--- src/rtl/sdc_pkg.sv ---
// shared constants and types of the sigma-delta converter control block
package sdc_pkg;
    // master clock and the reference clock that the notch figures assume
    localparam int MCLK_HZ = 125_000_000;
    localparam int REF_MCLK_HZ = 10_000_000;
    // modulator and input sampling dividers
    localparam int MOD_DIV = 512;
    localparam int SAMP_BASE = 256;
    localparam int GAIN_LOG_CAP = 3;
    // notch code range and power-on default
    localparam int NOTCH_DEF_HZ = 60;
    localparam int FS_DEFAULT = REF_MCLK_HZ / (MOD_DIV * NOTCH_DEF_HZ);
    localparam int FS_MIN = 19;
    localparam int FS_MAX = 2000;
    localparam int SETTLE_WORDS = 4;
    // register byte offsets
    localparam logic [7:0] REG_CTRL = 8'h00;
    localparam logic [7:0] REG_STATUS = 8'h04;
    localparam logic [7:0] REG_DATA = 8'h08;
    localparam logic [7:0] REG_OFFSET = 8'h0c;
    localparam logic [7:0] REG_GAIN = 8'h10;
    // control fields
    localparam int CTRL_FS_LSB = 0;
    localparam int CTRL_GAIN_LSB = 12;
    localparam int CTRL_CHAN_BIT = 15;
    localparam int CTRL_STBY_BIT = 16;
    localparam int CTRL_CALM_LSB = 17;
    localparam int CTRL_GO_BIT = 19;
    // status fields
    localparam int STAT_OVR_BIT = 4;
    // calibration arithmetic
    localparam int RAW_SHIFT = 4;
    localparam int GAIN_FRAC = 22;
    localparam logic [23:0] GAIN_UNITY = 24'h40_0000;
    localparam int DIV_NUM_LOG = 45;
    typedef enum logic [1:0] {SDC_CAL_SELF, SDC_CAL_SYS, SDC_CAL_BG} sdc_calmode_type;
    typedef enum logic [1:0] {SDC_IN_NORMAL, SDC_IN_ZERO, SDC_IN_FULL} sdc_calin_type;
endpackage

--- src/rtl/sdc_strm_if.sv ---
// valid/ready word stream between the converter's own modules
`timescale 1ns/1ns
interface sdc_strm_if #(parameter int W = 32);
    logic valid;
    logic ready;
    logic [W-1:0] data;
    modport src (output valid, output data, input ready);
    modport snk (input valid, input data, output ready);
endinterface

--- src/rtl/sdc_ctrl.sv ---
// sigma-delta converter control: rates, decimation, calibration, standby, ahb-lite registers
// Overview of operation
// modulator clock is master clock over 512
// input sampling 256 divider times gain, capped 8
// higher gain: multiple samples plus capacitor scaling
// sinc3 decimator refreshes result once per notch
// notch programmable 9.76 Hz to 1.028 kHz
// host reads results no faster than updates
// calibration request accepted at any moment
// self and system calibration modes supported
// background mode refreshes coefficients by itself (code refreshes the offset coefficient only)
// host reads and overwrites coefficients, conversions use them
// standby halts conversion activity
// results invalid until filter has settled
// more ones give more positive result
// notch defaults to 60 Hz after reset
// settling takes four output periods
// one bit per modulator cycle, strobe per word
`timescale 1ns/1ns
module sdc_ctrl #(
    parameter int BG_WORDS = 64,
    parameter int FIFO_DEPTH = 16
) (
    input wire logic core_clk,
    input wire logic resetn,
    input wire logic hsel,
    input wire logic [31:0] haddr,
    input wire logic [1:0] htrans,
    input wire logic hwrite,
    input wire logic [2:0] hsize,
    input wire logic [31:0] hwdata,
    input wire logic hready,
    output logic hreadyout,
    output logic hresp,
    output logic [31:0] hrdata,
    input wire logic mod_bit,
    output logic mod_clk_en,
    output logic samp_en,
    output logic [2:0] cap_ratio_sel,
    output logic chan_sel,
    output logic [1:0] cal_input,
    output logic cal_sys,
    output logic standby,
    output logic result_stb
);
    if (BG_WORDS < 1 || BG_WORDS > 65535) begin : g_bad_bg
        $error("background interval out of range");
    end
    typedef enum logic [1:0] {CS_IDLE, CS_ZERO, CS_FULL, CS_DIV} sdc_cstate_type;
    typedef struct packed {
        logic [11:0] fs;
        logic [2:0] gain;
        logic chan;
        logic stby;
        sdc_pkg::sdc_calmode_type calm;
        logic [31:0] off;
        logic [23:0] gcf;
        logic [8:0] div;
        sdc_cstate_type cst;
        logic bg;
        logic [15:0] bgcnt;
        logic [2:0] wcnt;
        logic restart;
        logic pend;
        logic [31:0] pdat;
        logic ovr;
        logic wr;
        logic [7:0] aq;
        logic [31:0] rdat;
        logic [55:0] rem;
        logic [31:0] span;
        logic [4:0] qb;
    } sdc_top_st_type;
    localparam sdc_top_st_type ST_RESET = '{
        fs: 12'(sdc_pkg::FS_DEFAULT), gcf: sdc_pkg::GAIN_UNITY,
        calm: sdc_pkg::SDC_CAL_SELF, cst: CS_IDLE, default: '0};
    localparam logic [2:0] SETTLE = 3'(sdc_pkg::SETTLE_WORDS);

    sdc_top_st_type st_q, st_d;
    sdc_strm_if #(.W(36)) dec ();
    sdc_strm_if #(.W(32)) fin ();
    logic ap, fifo_valid, fifo_pop;
    logic [31:0] fifo_data, raw, corr, rv;
    logic [1:0] gmin;
    logic [7:0] smask;
    logic [11:0] fs_new;
    logic [32:0] diff;
    logic [57:0] prod;
    logic [55:0] trial;

    sdc_sinc3 #(.ACC_W(36), .CNT_W(12)) u_dec (
        .core_clk(core_clk),
        .resetn(resetn),
        .clear(st_q.restart),
        .bit_en(mod_clk_en),
        .bit_in(mod_bit),
        .ratio(st_q.fs),
        .res(dec)
    );
    sdc_fifo #(.W(32), .DEPTH(FIFO_DEPTH)) u_fifo (
        .core_clk(core_clk),
        .resetn(resetn),
        .wr(fin),
        .out_valid(fifo_valid),
        .out_ready(fifo_pop),
        .out_data(fifo_data)
    );

    // rate enables from one divider; samples per modulator cycle follow the gain, capped at GAIN_LOG_CAP
    assign gmin = (st_q.gain > 3'(sdc_pkg::GAIN_LOG_CAP)) ? 2'(sdc_pkg::GAIN_LOG_CAP) : st_q.gain[1:0];
    assign smask = 8'(sdc_pkg::SAMP_BASE - 1) >> gmin;
    assign mod_clk_en = !st_q.stby && st_q.div == 9'(sdc_pkg::MOD_DIV - 1);
    assign samp_en = !st_q.stby && (st_q.div[7:0] & smask) == smask;
    assign cap_ratio_sel = st_q.gain;
    assign chan_sel = st_q.chan;
    assign standby = st_q.stby;
    assign cal_sys = st_q.calm == sdc_pkg::SDC_CAL_SYS && st_q.cst != CS_IDLE;
    assign cal_input = st_q.cst == CS_ZERO ? sdc_pkg::SDC_IN_ZERO :
                       st_q.cst == CS_FULL ? sdc_pkg::SDC_IN_FULL : sdc_pkg::SDC_IN_NORMAL;
    assign result_stb = dec.valid;
    assign dec.ready = 1'b1;
    assign fin.valid = st_q.pend;
    assign fin.data = st_q.pdat;

    // bus handshake; reads are zero wait from a flopped word
    assign hreadyout = 1'b1;
    assign hresp = 1'b0;
    assign hrdata = st_q.rdat;
    assign ap = hsel && htrans[1] && hready;
    assign fifo_pop = ap && !hwrite && haddr[7:0] == sdc_pkg::REG_DATA;

    // offset and gain correction of each raw word
    assign raw = dec.data[sdc_pkg::RAW_SHIFT +: 32];
    assign diff = {1'b0, raw} - {1'b0, st_q.off};
    assign prod = 58'($signed(diff) * $signed({1'b0, st_q.gcf}));
    assign corr = prod[sdc_pkg::GAIN_FRAC +: 32];
    assign trial = 56'(st_q.span) << st_q.qb;

    // notch code clamped into its programmable range
    always_comb begin
        fs_new = hwdata[sdc_pkg::CTRL_FS_LSB +: 12];
        if (fs_new < 12'(sdc_pkg::FS_MIN)) begin
            fs_new = 12'(sdc_pkg::FS_MIN);
        end else if (fs_new > 12'(sdc_pkg::FS_MAX)) begin
            fs_new = 12'(sdc_pkg::FS_MAX);
        end
    end

    // register read mux
    always_comb begin
        rv = '0;
        case (haddr[7:0])
            sdc_pkg::REG_CTRL: begin
                rv[sdc_pkg::CTRL_FS_LSB +: 12] = st_q.fs;
                rv[sdc_pkg::CTRL_GAIN_LSB +: 3] = st_q.gain;
                rv[sdc_pkg::CTRL_CHAN_BIT] = st_q.chan;
                rv[sdc_pkg::CTRL_STBY_BIT] = st_q.stby;
                rv[sdc_pkg::CTRL_CALM_LSB +: 2] = st_q.calm;
            end
            sdc_pkg::REG_STATUS: begin
                rv[4:0] = {st_q.ovr, st_q.stby, st_q.wcnt == SETTLE, st_q.cst != CS_IDLE, fifo_valid};
            end
            sdc_pkg::REG_DATA: rv = fifo_valid ? fifo_data : 32'h0000_0000;
            sdc_pkg::REG_OFFSET: rv = st_q.off;
            sdc_pkg::REG_GAIN: rv[23:0] = st_q.gcf;
            default: rv = '0;
        endcase
    end

    // next state of the whole block
    always_comb begin
        st_d = st_q;
        st_d.restart = 1'b0;
        st_d.div = st_q.stby ? 9'h000 : st_q.div + 9'h001;
        st_d.wr = ap && hwrite;
        if (ap) begin
            st_d.aq = haddr[7:0];
        end
        if (ap && !hwrite) begin
            st_d.rdat = rv;
        end
        if (fin.ready) begin
            st_d.pend = 1'b0;
        end
        // coefficient and status writes
        if (st_q.wr) begin
            case (st_q.aq)
                sdc_pkg::REG_OFFSET: st_d.off = hwdata;
                sdc_pkg::REG_GAIN: st_d.gcf = hwdata[23:0];
                sdc_pkg::REG_STATUS: st_d.ovr = st_q.ovr && !hwdata[sdc_pkg::STAT_OVR_BIT];
                default: st_d.ovr = st_q.ovr;
            endcase
        end
        // each decimator word; early words after a restart are discarded
        if (dec.valid) begin
            if (st_q.wcnt < SETTLE) begin
                st_d.wcnt = st_q.wcnt + 3'h1;
            end
            if (st_q.wcnt >= SETTLE - 3'h1) begin
                case (st_q.cst)
                    CS_IDLE: begin
                        if (st_q.pend && !fin.ready) begin
                            st_d.ovr = 1'b1;
                        end
                        st_d.pend = 1'b1;
                        st_d.pdat = corr;
                        if (st_q.calm == sdc_pkg::SDC_CAL_BG) begin
                            st_d.bgcnt = st_q.bgcnt + 16'h0001;
                            if (st_q.bgcnt == 16'(BG_WORDS - 1)) begin
                                st_d.bgcnt = '0;
                                st_d.cst = CS_ZERO;
                                st_d.bg = 1'b1;
                                st_d.restart = 1'b1;
                                st_d.wcnt = '0;
                            end
                        end
                    end
                    CS_ZERO: begin
                        st_d.off = raw;
                        st_d.cst = st_q.bg ? CS_IDLE : CS_FULL;
                        st_d.restart = 1'b1;
                        st_d.wcnt = '0;
                    end
                    CS_FULL: begin
                        st_d.span = raw - st_q.off;
                        st_d.rem = 56'h1 << sdc_pkg::DIV_NUM_LOG;
                        st_d.qb = 5'h17;
                        st_d.restart = 1'b1;
                        st_d.wcnt = '0;
                        st_d.cst = (raw > st_q.off) ? CS_DIV : CS_IDLE;
                        if (raw > st_q.off) begin
                            st_d.gcf = '0;
                        end
                    end
                    default: st_d.cst = st_q.cst;
                endcase
            end
        end
        // gain coefficient by restoring division, one quotient bit a cycle
        if (st_q.cst == CS_DIV) begin
            if (st_q.rem >= trial) begin
                st_d.rem = st_q.rem - trial;
                st_d.gcf[st_q.qb] = 1'b1;
            end
            st_d.qb = st_q.qb - 5'h01;
            if (st_q.qb == 5'h00) begin
                st_d.cst = CS_IDLE;
            end
        end
        // control write: new setup restarts the filter, go starts calibration
        if (st_q.wr && st_q.aq == sdc_pkg::REG_CTRL) begin
            st_d.fs = fs_new;
            st_d.gain = hwdata[sdc_pkg::CTRL_GAIN_LSB +: 3];
            st_d.chan = hwdata[sdc_pkg::CTRL_CHAN_BIT];
            st_d.stby = hwdata[sdc_pkg::CTRL_STBY_BIT];
            st_d.calm = hwdata[sdc_pkg::CTRL_CALM_LSB +: 2] == 2'h3 ? sdc_pkg::SDC_CAL_SELF :
                        sdc_pkg::sdc_calmode_type'(hwdata[sdc_pkg::CTRL_CALM_LSB +: 2]);
            st_d.restart = 1'b1;
            st_d.wcnt = '0;
            st_d.bgcnt = '0;
            if (hwdata[sdc_pkg::CTRL_GO_BIT]) begin
                st_d.cst = CS_ZERO;
                st_d.bg = 1'b0;
            end
        end
        // standby holds the filter cleared
        if (st_q.stby) begin
            st_d.restart = 1'b1;
            st_d.wcnt = '0;
        end
    end

    // state register; reset loads the 60 Hz notch and unity gain
    always_ff @(posedge core_clk or negedge resetn) begin
        if (!resetn) begin
            st_q <= ST_RESET;
        end else begin
            st_q <= st_d;
        end
    end

    // helper counters watched by the checks below
    logic [9:0] gap_q;
    logic seen_q;
    logic [4:0] scnt_q;
    logic [11:0] mcnt_q;
    always_ff @(posedge core_clk or negedge resetn) begin
        if (!resetn) begin
            gap_q <= '0;
            seen_q <= 1'b0;
            scnt_q <= '0;
            mcnt_q <= '0;
        end else begin
            gap_q <= (mod_clk_en || st_q.stby) ? 10'h000 : gap_q + 10'h001;
            seen_q <= !st_q.stby && st_d.gain == st_q.gain && (seen_q || mod_clk_en); // a gain change skips one period
            scnt_q <= (mod_clk_en || st_q.stby) ? 5'h00 : scnt_q + 5'(samp_en);
            mcnt_q <= (st_q.restart || dec.valid) ? 12'h000 : mcnt_q + 12'(mod_clk_en);
        end
    end
endmodule

--- src/rtl/sdc_fifo.sv ---
// result word fifo with valid and ready on both sides
`timescale 1ns/1ns
module sdc_fifo #(
    parameter int W = 32,
    parameter int DEPTH = 16
) (
    input wire logic core_clk,
    input wire logic resetn,
    sdc_strm_if.snk wr,
    output logic out_valid,
    input wire logic out_ready,
    output logic [W-1:0] out_data
);
    localparam int AW = $clog2(DEPTH);
    if (DEPTH < 2 || (1 << AW) != DEPTH) begin : g_bad_depth
        $error("fifo depth must be a power of two");
    end
    typedef struct packed {
        logic [DEPTH-1:0][W-1:0] mem;
        logic [AW-1:0] wp;
        logic [AW-1:0] rp;
        logic [AW:0] cnt;
    } sdc_fifo_st_type;
    sdc_fifo_st_type st_q, st_d;
    logic push, pop;

    // handshakes come straight from the fill count
    assign wr.ready = st_q.cnt != (AW+1)'(DEPTH);
    assign out_valid = st_q.cnt != '0;
    assign out_data = st_q.mem[st_q.rp];
    assign push = wr.valid && wr.ready;
    assign pop = out_valid && out_ready;

    // pointer and count update
    always_comb begin
        st_d = st_q;
        if (push) begin
            st_d.mem[st_q.wp] = wr.data;
            st_d.wp = st_q.wp + 1'b1;
        end
        if (pop) begin
            st_d.rp = st_q.rp + 1'b1;
        end
        st_d.cnt = st_q.cnt + (AW+1)'(push) - (AW+1)'(pop);
    end

    always_ff @(posedge core_clk or negedge resetn) begin
        if (!resetn) begin
            st_q <= '0;
        end else begin
            st_q <= st_d;
        end
    end
endmodule

--- src/rtl/sdc_sinc3.sv ---
// third-order sinc decimator for the one-bit modulator stream
`timescale 1ns/1ns
module sdc_sinc3 #(
    parameter int ACC_W = 36,
    parameter int CNT_W = 12
) (
    input wire logic core_clk,
    input wire logic resetn,
    input wire logic clear,
    input wire logic bit_en,
    input wire logic bit_in,
    input wire logic [CNT_W-1:0] ratio,
    sdc_strm_if.src res
);
    if (ACC_W < 3 * CNT_W) begin : g_bad_width
        $error("accumulator too narrow for the decimation ratio");
    end
    typedef struct packed {
        logic [ACC_W-1:0] i1, i2, i3;
        logic [ACC_W-1:0] d1, d2, d3;
        logic [CNT_W-1:0] cnt;
        logic [ACC_W-1:0] dat;
        logic vld;
    } sdc_dec_st_type;
    sdc_dec_st_type st_q, st_d;
    logic [ACC_W-1:0] c1, c2;

    assign res.valid = st_q.vld;
    assign res.data = st_q.dat;

    // integrate at modulator rate, differentiate at the output rate
    always_comb begin
        st_d = st_q;
        st_d.vld = 1'b0;
        c1 = st_q.i3 - st_q.d1;
        c2 = c1 - st_q.d2;
        if (clear) begin
            st_d = '0;
        end else if (bit_en) begin
            st_d.i1 = st_q.i1 + ACC_W'(bit_in); // ones density raises the result
            st_d.i2 = st_q.i2 + st_q.i1;
            st_d.i3 = st_q.i3 + st_q.i2;
            st_d.cnt = st_q.cnt + 1'b1;
            if (st_q.cnt >= ratio - 1'b1) begin // one word per notch period
                st_d.cnt = '0;
                st_d.d1 = st_q.i3;
                st_d.d2 = c1;
                st_d.d3 = c2;
                st_d.dat = c2 - st_q.d3;
                st_d.vld = 1'b1;
            end
        end
    end

    always_ff @(posedge core_clk or negedge resetn) begin
        if (!resetn) begin
            st_q <= '0;
        end else begin
            st_q <= st_d;
        end
    end
endmodule

--- config.mk ---
export PLATFORM = sky130hd
export DESIGN_NAME = sdc_ctrl
export DESIGN_NICKNAME = d
export VERILOG_FILES = /design/src/rtl/sdc_pkg.sv /design/src/rtl/sdc_strm_if.sv /design/src/rtl/sdc_ctrl.sv /design/src/rtl/sdc_fifo.sv /design/src/rtl/sdc_sinc3.sv
export SDC_FILE = /design/constraint.sdc
export NUM_CORES = 2
export LEC_CHECK = 0
export BUFFER_PORTS_ARGS = -buffer_cell sky130_fd_sc_hd__buf_4
export CORE_MARGIN = 4
export CORE_UTILIZATION = 55
export DETAILED_ROUTE_END_ITERATION = 6
export PLACE_DENSITY = 0.74
export SYNTH_ARGS = -nofsm -noshare
export SYNTH_HDL_FRONTEND = slang
export SYNTH_HIERARCHICAL = 1
export SYNTH_SLANG_ARGS = --single-unit
--- constraint.sdc ---
create_clock -name core_clk -period 8.7 [get_ports core_clk]
set_input_delay 0.87 -clock core_clk [delete_from_list [all_inputs] [get_ports core_clk]]
set_output_delay 0.87 -clock core_clk [all_outputs]
set_load 0.01 [all_outputs]
## Word level (Yosys, flattened, before mapping)

Index checks and enable logic that the tools add are counted.

- Output and inout bits: 45
- Logic and storage cells: 204
- Register bits: 1,065
- Bits of input ports: 75

- $lt $le $gt $ge: 13
- Add/subtract/negate cells: 19
- Shift-type cells: 2
- Bitwise gates (word level): 2
- Multiplexer cells: 58
- Multiply operators: 1
- Reduce and logical (&&, ||, !) cells: 41
- Eq/ne operators: 18

Operator list:

| operator | count |
|---|---|
| 2-to-1 mux 265 bit | 2 |
| bitwise mux 512 bit | 1 |
| 2-to-1 mux 56 bit | 5 |
| 2-to-1 mux 93 bit | 3 |
| 2-to-1 mux 32 bit | 5 |
| 2-to-1 mux 157 bit | 1 |
| binary-select mux 32 bit (select 4 bit) | 1 |
| demux 32 bit (select 4 bit) | 1 |
| 2-to-1 mux 24 bit | 5 |
| 2-to-1 mux 57 bit | 2 |
| subtractor 36 bit | 3 |
| adder 36 bit | 2 |
| 2-to-1 mux 23 bit | 3 |
| greater-or-equal comparator 56 bit | 1 |
| case mux 14 bit (4 select lines) | 1 |
| << shifter 32 x 5 -> 56 bit | 1 |
| subtractor 56 bit | 1 |
| multiplier 33 x 25 -> 54 bit | 1 |
| adder 36 x 1 -> 36 bit | 1 |
| 2-to-1 mux 34 bit | 1 |
| subtractor 32 x 32 -> 33 bit | 1 |
| greater-than comparator 32 bit | 1 |
| subtractor 32 bit | 1 |
| case mux 5 bit (5 select lines) | 1 |
| 57 further kinds | 109 |

## Logic depth before layout (Yosys ltp)

- Depth after elaboration: 13
- Mapped depth: 40

## Modules after synthesis

Netlist, hierarchy kept.

Modules (own cells, without submodules):

| module | area each (µm²) | instances | cells each | sequential area each (µm²) |
|---|---|---|---|---|
| sdc_ctrl | 45,648.8 | 1 | 5,158 | 6,887.9 |
| sdc_fifo | 24,055.6 | 1 | 1,596 | 13,137.6 |
| sdc_sinc3 | 19,784.0 | 1 | 2,222 | 6,631.4 |

## Worst setup path before layout

No wires, ideal clock.

- Path kind: register to register
- Start point: reg u_dec.st_q, in the netlist u_dec/res.data[4]
- End point: reg st_q, in the netlist fin.data[28]
- Arrival: 9.063 ns
- Clock period less this slack: 9.196 ns
- Slack: -0.496 ns
- Data required time: 8.567 ns
- Cell stages (with the launch flop): 38
- Cells stage by stage: dfrtp_1 > buf_4 > inv_1 > ha_1 > inv_1 > fa_1 > a211oi_1 > o21ai_0 > a2111oi_1 > nor3_2 > a41oi_1 > o21bai_1 > a21oi_1 > xnor2_1 > clkbuf_1 > nand2_1 > fa_1 > inv_1 > [... 2 more ...] > fa_1 > fa_1 > fa_1 > inv_1 > fa_1 > inv_1 > ha_1 > a21o_1 > a21o_1 > a21oi_1 > o21ai_0 > a32oi_1 > a41oi_1 > or2_2 > clkbuf_1 > a31oi_1 > xor2_1 > o21ai_0

- Cells in the longest elaborated chain, start to end: 2

RTL lines:

| element | line | RTL |
|---|---|---|
| start: declaration | sdc_sinc3.sv:25 | `sdc_dec_st_type st_q, st_d;` |
| start signal: assignment | sdc_sinc3.sv:59 | `st_q <= st_d;` |
| subtractor 32 x 32 -> 33 bit | sdc_ctrl.sv:134 | `assign diff = {1'b0, raw} - {1'b0, st_q.off};` |
| multiplier 33 x 25 -> 54 bit | sdc_ctrl.sv:135 | `assign prod = 58'($signed(diff) * $signed({1'b0, st_q.gcf}));` |
| end signal: assignment | sdc_ctrl.sv:278 | `st_q <= st_d;` |
| end: declaration | sdc_ctrl.sv:79 | `sdc_top_st_type st_q, st_d;` |

Every way passes these cells.
A chain may end at the register's enable or synchronous reset.

## Worst setup path in the final report

- Start point: reg u_dec.st_q, in the netlist u_dec/res.data[4]
- End point: reg st_q, in the netlist fin.data[16]

Same word-level chain as after synthesis.

==> metrics.yaml <==
sta:
  min_period_over_period_pct: 105
  relSlewSlack_pct: 7.33
  worst_pin_slew_ns: 1.38
  worst_clock_skew_ns: 0.0814
  setup_viol: 23
  period_minus_slack_ns: 9.10
  finalHoldViolations: 0
  tns_ns: -5.18
  rsz0062_at_grt: "true"
  setup_slack_ns: -0.404
  maxSlewViolCount: 0
  max_clock_freq_mhz: 110
global_routing:
  grt_pass1_vias: 71201
  antenna_found_initial: 18
  grtUsageTotal_pct: 30.5
  grtUsageMet1_pct: 40.4
  gr-usage-met2_pct: 48.8
  grtUsageMet3_pct: 5.98
  busiest_layer: "met2"
  overflow: 0
  grt_max_degree: 175
  grt_pass1_wl_um: 406000
floorplanning:
  dieArea_sq_um: 169000
  num_rows: 147
  core_sq_um: 161000
  chipWidth_um: 411
  die_h_um: 411
  initial_core_util_pct: 55.5
  io_pins: 120
logic_synthesis:
  netlist_instances: 8957
  syn_nets: 10260
  syn_area_per_cell_sq_um: 9.97
  yosysWarnings: 6
  syn_area_sq_um: 89300
detailed_routing:
  ant_nets: 0
  via_count: 69055
  vias_per_cell: 6.04
  drt_iter0_markers: 6362
  route.detailed.drc: 0
  drt-wirelength-per-cell_um: 22.6
  dr.pass1.iters: 6
  wl_um: 259000
critical_path:
  worstPathRequired_ns: 9.34
  rr_startpoint: "u_dec/res.data[4]$_DFFE_PN0P_"
  cp-end-kind: "register"
  crit_fanout: 8
  slowest_stage: "fa_1"
  cp_slowest_stage_delay_ns: 0.54
  ff2ff_path_depth: 39
  cp.arrival_ns: 9.74
  setup.worst_path.class: "register to register"
  worstReg2RegEnd: "fin.data[16]$_DFFE_PN0P_"
  rrSetupSlack_ns: -0.40
  critPathLaunchType: "register"
  cp_common_cell: "fa_1"
clock_network:
  path_clk_slew_ns: 0.07
  insertion_delay_ns: 0.78
  hold_buffers: 0
  clk_path_buf_depth: 3
  numCtsBuffers: 111
  h-tree-depth: 3
  clock_sinks: 1061
  cts_tree: "yes"
  clockRootBuffer: "clkbuf_16"
job:
  cap_violations: 0
cells_and_area:
  final_util_pct: 62.6
  final_common_cell: "dfrtp_1"
  drive_above_1_share_pct: 17.3
  final_cell_mix: "dfrtp_1, inv_1, nand2_1"
  nets: 10470
  fill_cells: 12691
  fin_cells: 11435
  syn_to_final_growth_pct: 12.8
status:
  outcome: "finished with violations"
  violations: "negative setup slack"
placement:
  place_congestion: 1.02
  dp_cells: 11148
  hpwlAfterDp_um: 184000
  io_buffers: 89
hold_path:
  hold_class: "primary input to async pin"
power:
  power.density_nw_per_um2: 234
  p_leak_nw: 49.7
  vdd_ir_drop_max_uv: 603
-- critical path, delay by kind of cell, from the launching register on --
kind                       cells  cell delay [ns]
AOI/OAI and AO/OA             12             2.39
xor gates and xnor gates       2             0.49
adders and majority gates     10             4.29
buffers and inverters         12             1.08
DFF                            1             0.38
and+or+nand+nor                3             0.39
-- timing repair --
| action | in CTS | in global routing |
|---|---|---|
| gates resized for setup | 210 | 142 |
| buffers inserted | 49 | 30 |
| pin swaps | 167 | 124 |
| hold endpoints to repair | 0 | 0 |
| cloned | 4 | 0 |
| setup endpoints to repair | 30 | 30 |
-- per-layer routing --
metal	wire length, um	share of wire (%)	vias up
met5	108	0.042	-
met4	13100	5.1	16
met3	22200	8.6	671
met2	120000	46	2870
met1	103000	40	35078
li1	-	-	30420
-- power by group --
group | total [mW] | leakage (nW) | switching [mW] | internal [mW]
clock network | 5.21 | 1.97 | 2.15 | 3.06
logic | 13.2 | 33.3 | 6.90 | 6.35
registers | 5.09 | 14.4 | 0.109 | 4.98
-- per-stage QoR --
step	worst slack, ns	area [sq um]	hold slack [ns]	power, mW
6_report	-0.404	101000	0.139	23.6
2_1_floorplan	0.00637	89400	0.446	10.7
3_3_place_gp	-0.586	94600	0.462	15.3
3_5_place_dp	-0.696	94600	0.470	15.4
5_1_grt	-0.642	101000	0.210	24.7
4_1_cts	-0.261	99900	0.159	22.5
-- cell type report --
| class | instances | area (sq um) | area share (%) |
|---|---|---|---|
| Sequential cell | 1061 | 26600 | 26.4 |
| Inverter | 1074 | 4040 | 4.01 |
| Antenna cell | 10 | 25.0 | 0.0249 |
| Tap cell | 2160 | 2700 | 2.68 |
| Timing Repair Buffer | 646 | 5480 | 5.44 |
| Clock buffer | 164 | 3270 | 3.24 |
| Multi-Input combinational cell | 6273 | 57800 | 57.4 |
| Clock inverter | 47 | 774 | 0.769 |
-- state kept, by name (all words and copies together) (netlist names) --
register	count
u_fifo/st_q	525
u_dec/res.valid	1
u_dec/res.data	32
st_q	205
standby	1
hrdata	32
u_dec/st_q	228
fin.valid	1
fin.data	32
cap_ratio_sel	3
chan_sel	1
-- worst max-delay path by stage --
| stage | from | to | slack [ns] | cells past startpoint |
|---|---|---|---|---|
| after global routing | u_dec/res.data[4]$_DFFE_PN0P_ | fin.data[28]$_DFFE_PN0P_ | -0.64 | 38 |
| after detailed placement | st_q[224]$_DFF_PN0_ | fin.data[22]$_DFFE_PN0P_ | -0.70 | 35 |
| after global placement | u_dec/res.data[4]$_DFFE_PN0P_ | fin.data[22]$_DFFE_PN0P_ | -0.59 | 40 |
| final | u_dec/res.data[4]$_DFFE_PN0P_ | fin.data[16]$_DFFE_PN0P_ | -0.40 | 39 |
| after floorplan | u_dec/res.data[30]$_DFFE_PN0P_ | fin.data[28]$_DFFE_PN0P_ | 0.006 | 34 |
| after CTS | u_dec/res.data[4]$_DFFE_PN0P_ | fin.data[28]$_DFFE_PN0P_ | -0.26 | 38 |
No activity file was read; power rests on OpenSTA's default activity.
